`src/shared/tpo_pkg.sv`:
```
// Purpose: shared constants of the timed pattern output unit
// Assumes: 32-bit classic Wishbone register bus, byte addresses
// Notes:   sixteen pins in four groups of four
package tpo_pkg;
  localparam int unsigned PIN_W       = 16;
  localparam int unsigned GROUP_W     = 4;
  localparam int unsigned GROUP_N     = 4;
  localparam int unsigned CHAN_N      = 4;
  localparam int unsigned SEL_W       = 2;
  localparam int unsigned ADR_W       = 8;
  localparam int unsigned DAT_W       = 32;
  localparam int unsigned SEL_BYTES   = 4;

  localparam logic [7:0]  OFS_PORT_DIR    = 8'h00;
  localparam logic [7:0]  OFS_NEXT_EN     = 8'h04;
  localparam logic [7:0]  OFS_PORT_DATA   = 8'h08;
  localparam logic [7:0]  OFS_NEXT_VALUE  = 8'h0C;
  localparam logic [7:0]  OFS_TRIG_SEL    = 8'h10;
  localparam logic [7:0]  OFS_GROUP_MODE  = 8'h14;
  localparam logic [7:0]  OFS_PIN_LEVEL   = 8'h18;

  localparam logic [15:0] RST_PORT_DIR    = 16'h0000;
  localparam logic [15:0] RST_NEXT_EN     = 16'h0000;
  localparam logic [15:0] RST_PORT_DATA   = 16'h0000;
  localparam logic [15:0] RST_NEXT_VALUE  = 16'h0000;
  localparam logic [7:0]  RST_TRIG_SEL    = 8'hFF;
  localparam logic [3:0]  RST_GROUP_MODE  = 4'h0;
  localparam logic [3:0]  MODE_RSVD_READ  = 4'hF;
  localparam logic [3:0]  MODE_RSVD_POS   = 4'h4;
endpackage

```
`src/tpo_group.sv`:
```
// Purpose: trigger choice and transfer mask of one four-bit group
// Assumes: timer events are one-cycle pulses on core_clk_i
// Notes:   purely combinational, loads in the trigger cycle
`timescale 1ns/10ps
module tpo_group
  import tpo_pkg::*;
(
  input  wire logic [SEL_W-1:0]   trig_sel_i,
  input  wire logic               nonoverlap_i,
  input  wire logic [CHAN_N-1:0]  match_a_i,
  input  wire logic [CHAN_N-1:0]  match_b_i,
  input  wire logic [CHAN_N-1:0]  capture_a_i,
  input  wire logic [CHAN_N-1:0]  capture_mode_i,
  input  wire logic [GROUP_W-1:0] next_enable_i,
  input  wire logic [GROUP_W-1:0] next_value_i,
  output logic      [GROUP_W-1:0] load_o
);
  logic event_a;
  logic event_b;

  always_comb begin
    if (capture_mode_i[trig_sel_i]) begin
      event_a = capture_a_i[trig_sel_i];
    end else begin
      event_a = match_a_i[trig_sel_i];
    end
    event_b = match_b_i[trig_sel_i];
  end

  always_comb begin
    load_o = '0;
    if (event_a) begin
      load_o = next_enable_i;
    end else if (event_b && nonoverlap_i) begin
      load_o = next_enable_i & ~next_value_i;
    end
  end
endmodule

```
`src/tpo_sync.sv`:
```
// Purpose: two flip-flop synchroniser for pin levels
// Assumes: inputs are asynchronous to core_clk_i
// Notes:   first stage is read by the second stage only
`timescale 1ns/10ps
module tpo_sync #(
  parameter int unsigned WIDTH = 16
) (
  input  wire logic             core_clk_i,
  input  wire logic             rstn_i,
  input  wire logic [WIDTH-1:0] async_i,
  output logic      [WIDTH-1:0] sync_o
);
  logic [WIDTH-1:0] stage1;

  always_ff @(posedge core_clk_i or negedge rstn_i) begin
    if (!rstn_i) begin
      stage1 <= '0;
      sync_o <= '0;
    end else begin
      stage1 <= async_i;
      sync_o <= stage1;
    end
  end
endmodule

```
`src/tpo_top.sv`:
```
// Purpose: timed pattern output unit with Wishbone register slave
// Assumes: timer events and alternate pin functions on core_clk_i
// Notes:   pin levels are synchronised before reading
//
// The Wishbone interface to the registers and the register offsets are this design's own decisions.
`timescale 1ns/10ps
module tpo_top
  import tpo_pkg::*;
(
  input  wire logic                 core_clk_i,
  input  wire logic                 rstn_i,
  input  wire logic                 wb_cyc_i,
  input  wire logic                 wb_stb_i,
  input  wire logic                 wb_we_i,
  input  wire logic [ADR_W-1:0]     wb_adr_i,
  input  wire logic [SEL_BYTES-1:0] wb_sel_i,
  input  wire logic [DAT_W-1:0]     wb_dat_i,
  output logic      [DAT_W-1:0]     wb_dat_o,
  output logic                      wb_ack_o,
  input  wire logic [CHAN_N-1:0]    match_a_i,
  input  wire logic [CHAN_N-1:0]    match_b_i,
  input  wire logic [CHAN_N-1:0]    capture_a_i,
  input  wire logic [CHAN_N-1:0]    capture_mode_i,
  input  wire logic [PIN_W-1:0]     alt_enable_i,
  input  wire logic [PIN_W-1:0]     alt_data_i,
  input  wire logic [PIN_W-1:0]     pin_i,
  output logic      [PIN_W-1:0]     pin_o,
  output logic      [PIN_W-1:0]     pin_oe_o,
  output logic      [PIN_W-1:0]     pattern_active_o
);

  ////////////////////////////////////////////////////////////////////////////
  // registers and wires

  logic [PIN_W-1:0]       port_direction;
  logic [PIN_W-1:0]       next_enable;
  logic [PIN_W-1:0]       port_data;
  logic [PIN_W-1:0]       next_value;
  logic [2*GROUP_N-1:0]   trigger_select_reg;
  logic [GROUP_N-1:0]     group_mode_reg;
  logic [PIN_W-1:0]       pin_level;
  logic [PIN_W-1:0]       load_mask;
  logic [PIN_W-1:0]       byte_mask;
  logic [PIN_W-1:0]       data_write_mask;
  logic [PIN_W-1:0]       next_port_data;
  logic [DAT_W-1:0]       next_rdata;
  logic                   access;
  logic                   write_en;

  ////////////////////////////////////////////////////////////////////////////
  // pin synchroniser

  tpo_sync #(
    .WIDTH (PIN_W)
  ) u_sync (
    .core_clk_i (core_clk_i),
    .rstn_i     (rstn_i),
    .async_i    (pin_i),
    .sync_o     (pin_level)
  );

  ////////////////////////////////////////////////////////////////////////////
  // per-group trigger units

  generate
    for (genvar g = 0; g < GROUP_N; g++) begin : g_group
      tpo_group u_group (
        .trig_sel_i         (trigger_select_reg[SEL_W*g +: SEL_W]),
        .nonoverlap_i       (group_mode_reg[g]),
        .match_a_i          (match_a_i),
        .match_b_i          (match_b_i),
        .capture_a_i        (capture_a_i),
        .capture_mode_i     (capture_mode_i),
        .next_enable_i      (next_enable[GROUP_W*g +: GROUP_W]),
        .next_value_i       (next_value[GROUP_W*g +: GROUP_W]),
        .load_o             (load_mask[GROUP_W*g +: GROUP_W])
      );
    end
  endgenerate

  ////////////////////////////////////////////////////////////////////////////
  // bus decode

  assign access    = wb_cyc_i && wb_stb_i && !wb_ack_o;
  assign write_en  = access && wb_we_i;
  assign byte_mask = {{8{wb_sel_i[1]}}, {8{wb_sel_i[0]}}};

  always_ff @(posedge core_clk_i or negedge rstn_i) begin
    if (!rstn_i) begin
      wb_ack_o <= 1'b0;
    end else begin
      wb_ack_o <= access;
    end
  end

  always_comb begin
    next_rdata = '0;
    if (wb_adr_i == OFS_PORT_DIR) begin
      next_rdata[PIN_W-1:0] = port_direction;
    end else if (wb_adr_i == OFS_NEXT_EN) begin
      next_rdata[PIN_W-1:0] = next_enable;
    end else if (wb_adr_i == OFS_PORT_DATA) begin
      next_rdata[PIN_W-1:0] = port_data;
    end else if (wb_adr_i == OFS_NEXT_VALUE) begin
      next_rdata[PIN_W-1:0] = next_value;
    end else if (wb_adr_i == OFS_TRIG_SEL) begin
      next_rdata[2*GROUP_N-1:0] = trigger_select_reg;
    end else if (wb_adr_i == OFS_GROUP_MODE) begin
      next_rdata[7:0] = {MODE_RSVD_READ, group_mode_reg};
    end else if (wb_adr_i == OFS_PIN_LEVEL) begin
      next_rdata[PIN_W-1:0] = pin_level;
    end
  end

  always_ff @(posedge core_clk_i or negedge rstn_i) begin
    if (!rstn_i) begin
      wb_dat_o <= '0;
    end else if (access && !wb_we_i) begin
      wb_dat_o <= next_rdata;
    end
  end

  ////////////////////////////////////////////////////////////////////////////
  // configuration registers

  always_ff @(posedge core_clk_i or negedge rstn_i) begin
    if (!rstn_i) begin
      port_direction <= RST_PORT_DIR;
    end else if (write_en && wb_adr_i == OFS_PORT_DIR) begin
      port_direction <= (port_direction & ~byte_mask) | (wb_dat_i[PIN_W-1:0] & byte_mask);
    end
  end

  always_ff @(posedge core_clk_i or negedge rstn_i) begin
    if (!rstn_i) begin
      next_enable <= RST_NEXT_EN;
    end else if (write_en && wb_adr_i == OFS_NEXT_EN) begin
      next_enable <= (next_enable & ~byte_mask) | (wb_dat_i[PIN_W-1:0] & byte_mask);
    end
  end

  always_ff @(posedge core_clk_i or negedge rstn_i) begin
    if (!rstn_i) begin
      next_value <= RST_NEXT_VALUE;
    end else if (write_en && wb_adr_i == OFS_NEXT_VALUE) begin
      next_value <= (next_value & ~byte_mask) | (wb_dat_i[PIN_W-1:0] & byte_mask);
    end
  end

  always_ff @(posedge core_clk_i or negedge rstn_i) begin
    if (!rstn_i) begin
      trigger_select_reg <= RST_TRIG_SEL;
    end else if (write_en && wb_adr_i == OFS_TRIG_SEL && wb_sel_i[0]) begin
      trigger_select_reg <= wb_dat_i[2*GROUP_N-1:0];
    end
  end

  always_ff @(posedge core_clk_i or negedge rstn_i) begin
    if (!rstn_i) begin
      group_mode_reg <= RST_GROUP_MODE;
    end else if (write_en && wb_adr_i == OFS_GROUP_MODE && wb_sel_i[0]) begin
      group_mode_reg <= wb_dat_i[GROUP_N-1:0];
    end
  end

  ////////////////////////////////////////////////////////////////////////////
  // port data register

  always_comb begin
    data_write_mask = '0;
    if (write_en && wb_adr_i == OFS_PORT_DATA) begin
      data_write_mask = byte_mask & ~(next_enable & ~port_direction);
    end
    next_port_data = (port_data & ~data_write_mask) | (wb_dat_i[PIN_W-1:0] & data_write_mask);
    next_port_data = (next_port_data & ~load_mask) | (next_value & load_mask);
  end

  always_ff @(posedge core_clk_i or negedge rstn_i) begin
    if (!rstn_i) begin
      port_data <= RST_PORT_DATA;
    end else begin
      port_data <= next_port_data;
    end
  end

  ////////////////////////////////////////////////////////////////////////////
  // pin drive

  always_ff @(posedge core_clk_i or negedge rstn_i) begin
    if (!rstn_i) begin
      pin_o            <= '0;
      pin_oe_o         <= '0;
      pattern_active_o <= '0;
    end else begin
      pin_o            <= (alt_enable_i & alt_data_i) | (~alt_enable_i & port_data);
      pin_oe_o         <= alt_enable_i | port_direction;
      pattern_active_o <= ~alt_enable_i & port_direction & next_enable;
    end
  end

endmodule

```
`config.mk`:
```
export PLATFORM = sky130hd
export DESIGN_NAME = tpo_top
export DESIGN_NICKNAME = d
export VERILOG_FILES = /design/src/shared/tpo_pkg.sv /design/src/tpo_group.sv /design/src/tpo_sync.sv /design/src/tpo_top.sv
export SDC_FILE = /design/constraint.sdc
export NUM_CORES = 1
export LEC_CHECK = 0
export ABC_AREA = 1
export BUFFER_PORTS_ARGS = -buffer_cell sky130_fd_sc_hd__buf_2
export CAP_MARGIN = 20
export CORE_UTILIZATION = 54
export DETAILED_ROUTE_END_ITERATION = 10
export GPL_TIMING_DRIVEN = 0
export PLACE_DENSITY = 0.92
export SLEW_MARGIN = 25
export SYNTH_ARGS = -nofsm -noshare
export SYNTH_HDL_FRONTEND = slang
export SYNTH_SLANG_ARGS = --single-unit
```
`constraint.sdc`:
```
create_clock -name core_clk_i -period 2.5 [get_ports core_clk_i]
set_clock_uncertainty 0.15 [all_clocks]
set_input_delay 0.25 -clock core_clk_i [delete_from_list [all_inputs] [get_ports core_clk_i]]
set_output_delay 0.25 -clock core_clk_i [all_outputs]
set_load 0.005 [all_outputs]
```
==> impl_metrics.sql <==
INSERT INTO impl_metrics (metric_group, metric, value, unit) VALUES
('place', 'finalWeightedCongestion', '0.9087', ''),
('finish', 'area_of_all_sequential_standard_cells', '4339', 'µm²'),
('clock_network', 'postCtsHoldBufs', '61', ''),
('clock_network', 'cts_root_buffer', 'sky130_fd_sc_hd__clkbuf_16', ''),
('power', 'worst_ir_drop_vdd', '455.2', 'µV'),
('place', 'port-buffer-count', '159', ''),
('clock_network', 'cts_setup_buffers', '0', ''),
('critical_path', 'critical_path.max_stage_delay', '0.52', 'ns'),
('finish', 'post-route-cell-area', '10410', 'µm²'),
('clock_network', 'cts_tree', 'built', ''),
('die', 'floorplan.initialDensity', '55.27', '%'),
('synth', 'yosys_most_used_dff', 'sky130_fd_sc_hd__dfrtp_1', ''),
('route', 'number_of_iterations_in_the_first_detailed_routing_pass', '8', ''),
('synth', 'syn_area_per_cell', '8.482', 'µm²'),
('sta', 'highest_clock_rate', '0.4456', 'GHz'),
('route', 'detailroute.via_count', '7535', ''),
('die', 'die-width', '124.0', 'µm'),
('critical_path', 'cp_common_cell', 'sky130_fd_sc_hd__nand2_1', ''),
('die', 'core_area', '14530', 'µm²'),
('finish', 'multi_input_comb_area', '3141', 'µm²'),
('finish', 'n_fill_cell', '1056', ''),
('critical_path', 'critPathTopFamily', 'compound AO/OA/AOI/OAI gates', ''),
('clock_network', 'cts_num_sinks', '173', ''),
('finish', 'layout.cells.most_common', 'sky130_fd_sc_hd__nand2_1', ''),
('route', 'initial_drt_markers', '907', ''),
('synth', 'synth-seq-cells', '173', ''),
('critical_path', 'worst-endpoint-required', '2.67', 'ns'),
('place', 'postPlaceCellArea', '9153', 'µm²'),
('clock_network', 'htree_num_levels', '4', ''),
('critical_path', 'worst_ep_arrival_time', '2.42', 'ns'),
('synth', 'synthesis.yosys.warnings', '0', ''),
('sta', 'report.final.setup_viol', '0', ''),
('synth', 'synthesis.instances', '947', ''),
('sta', 'final_worst_path_setup_slack', '0.2557', 'ns'),
('synth', 'synth_enable_flop_cells', '0', ''),
('place', 'place_ws', '0.2945', 'ns'),
('die', 'die_h', '124.0', 'µm'),
('global_routing', 'grt_overflow', '0', ''),
('sta', 'report.final.hold_viol_count', '0', ''),
('clock_network', 'ctsResizeCount', '0', ''),
('synth', 'synth_cell_type_count', '33', ''),
('critical_path', 'timing.critical_path.cells', 'buf_2, buf_2, o21ai_0, a21boi_0, nand2_1, nand2_1, nand2_1, nand2_1, nand2_1', ''),
('die', 'die-area', '15370', 'µm²'),
('finish', 'design.final.nets', '1315', ''),
('power', 'power_density', '601.8', 'nW/µm²'),
('sta', 'layout_worst_path_cycle_share', '89.77', '%'),
('sta', 'worst_slew_margin_rel', '49.20', '%'),
('route', 'detail_route.vias_per_cell', '5.390', ''),
('outcome', 'status', 'completed', ''),
('die', 'boundaryPins', '194', ''),
('power', 'total_leakage_power', '5.289', 'nW'),
('place', 'place.detailed.hpwl', '14350', 'µm'),
('synth', 'synthArstFlopShare', '100.0', '%'),
('clock_network', 'clock_insertion_delay_worst_skew', '0.44', 'ns'),
('clock_network', 'cts.reportedPaths.clkPinSlew', '0.06', 'ns'),
('route', 'route.detailed.drc', '0', ''),
('sta', 'min_period', '2.244', 'ns'),
('critical_path', 'critical-path-slowest-cell', 'sky130_fd_sc_hd__dfstp_2', ''),
('clock_network', 'ctsLongestPathBuffers', '2', ''),
('global_routing', 'grtUsageTotal', '29.74', '%'),
('global_routing', 'grt_start_max_net_pins', '95', ''),
('critical_path', 'crit_type', 'flip-flop to flip-flop', ''),
('worst_hold_path', 'hold_path.class', 'primary input to flip-flop', ''),
('clock_network', 'numCtsBuffers', '17', ''),
('finish', 'diodes', '0', ''),
('sta', 'worstMarginPinSlew', '0.7552', 'ns'),
('finish', 'layout_common_cells', 'sky130_fd_sc_hd__nand2_1, sky130_fd_sc_hd__buf_2, sky130_fd_sc_hd__dfrtp_1', ''),
('synth', 'synth_seq_area_share', '54.02', '%'),
('critical_path', 'setup.worst_path.end_class', 'flip-flop', ''),
('die', 'rows', '44', ''),
('sta', 'timing.final.max_slew_violations', '0', '');
## metal layers
layer | vias to the layer above | GRT usage (%) | wire length, µm
met4 | 0 | 14.66 | 854
met5 | - | 0 | 0
li1 | 3513 | - | -
met2 | 473 | 45.83 | 10020
met3 | 81 | 6.777 | 2151
met1 | 3468 | 39.69 | 8886
## path summary, 6_finish.rpt
path	slack, ns	cells after the start	endpoint	from
worst max register to register	0.26	9	flip-flop	trigger_select_reg[2]
worst min-delay path	0.01	5	flip-flop	wb_dat_i[0]
min in group asynchronous	0.23	2	asynchronous set/reset pin	rstn_i
worst min register to register	0.20	0	u_sync.sync_o[10]	u_sync.stage1[10]
max in group asynchronous	1.10	3	trigger_select_reg[0]	rstn_i
worst max-delay path	0.26	9	flip-flop	trigger_select_reg[2]
## final cells by class
cell class / count / share of cell area [%]
repair buffers: 221 / 13.87
inverters: 88 / 3.185
clock inverters: 10 / 1.779
flip-flops and latches: 173 / 41.69
plain buffers: 42 / 2.669
clock buffers: 21 / 4.424
well taps: 184 / 2.212
multi-input cells: 659 / 30.17
## worst min-delay path: stages
cell and delay [ns]:
sky130_fd_sc_hd__buf_2 0.10, sky130_fd_sc_hd__nand2_1 0.05, sky130_fd_sc_hd__nand2_1 0.07, sky130_fd_sc_hd__nand2_1 0.05
sky130_fd_sc_hd__nand2_1 0.05
## kinds of logic (layout without fill, tap and decap cells)
kind of cell,count (synthesis),after routing,share of synthesized area (%)
AO/OA/AOI/OAI,148,148,10.34
flip-flops,173,173,54.02
buffers and inverters,130,382,7.585
other,1,16,0.04668
multiplexers,15,15,2.103
AND/OR/NAND/NOR,480,480,25.90
## power breakdown
part           switching [W]  leakage (nW)  internal (W)
logic               0.000251          2.72      0.000216
registers          0.0000252          2.26       0.00286
clock network        0.00109         0.314       0.00182
## synth_stat cells, types with 14 or more instances
cell type	number	area, µm²
sky130_fd_sc_hd__o21ai_0	63	315.3
sky130_fd_sc_hd__nand2_1	329	1235
sky130_fd_sc_hd__nand4_1	14	87.58
sky130_fd_sc_hd__buf_4	21	157.7
sky130_fd_sc_hd__o21ai_1	31	155.2
sky130_fd_sc_hd__inv_1	81	304.0
sky130_fd_sc_hd__or2_2	15	93.84
sky130_fd_sc_hd__nor2_1	44	165.2
sky130_fd_sc_hd__mux2_2	15	168.9
sky130_fd_sc_hd__buf_2	15	75.07
sky130_fd_sc_hd__a21oi_1	22	110.1
sky130_fd_sc_hd__dfrtp_1	165	4129
sky130_fd_sc_hd__nand3_1	46	230.2
## stage by stage
step,power (W),std cells,hold WS [ns],TNS (ns),util [%]
final,0.006264,1398,0.01478,0,71.62
after global routing,0.006456,1398,0.02903,0,71.62
after CTS,0.006260,1398,0.0006142,0,71.62
after detailed placement,0.003323,1306,0.1170,0,62.97
after global placement,0.003305,1305,0.1841,-255.23,62.72
after floorplan,0.003100,962,-0.1956,0,-
(Power assumes the default switching activity.)
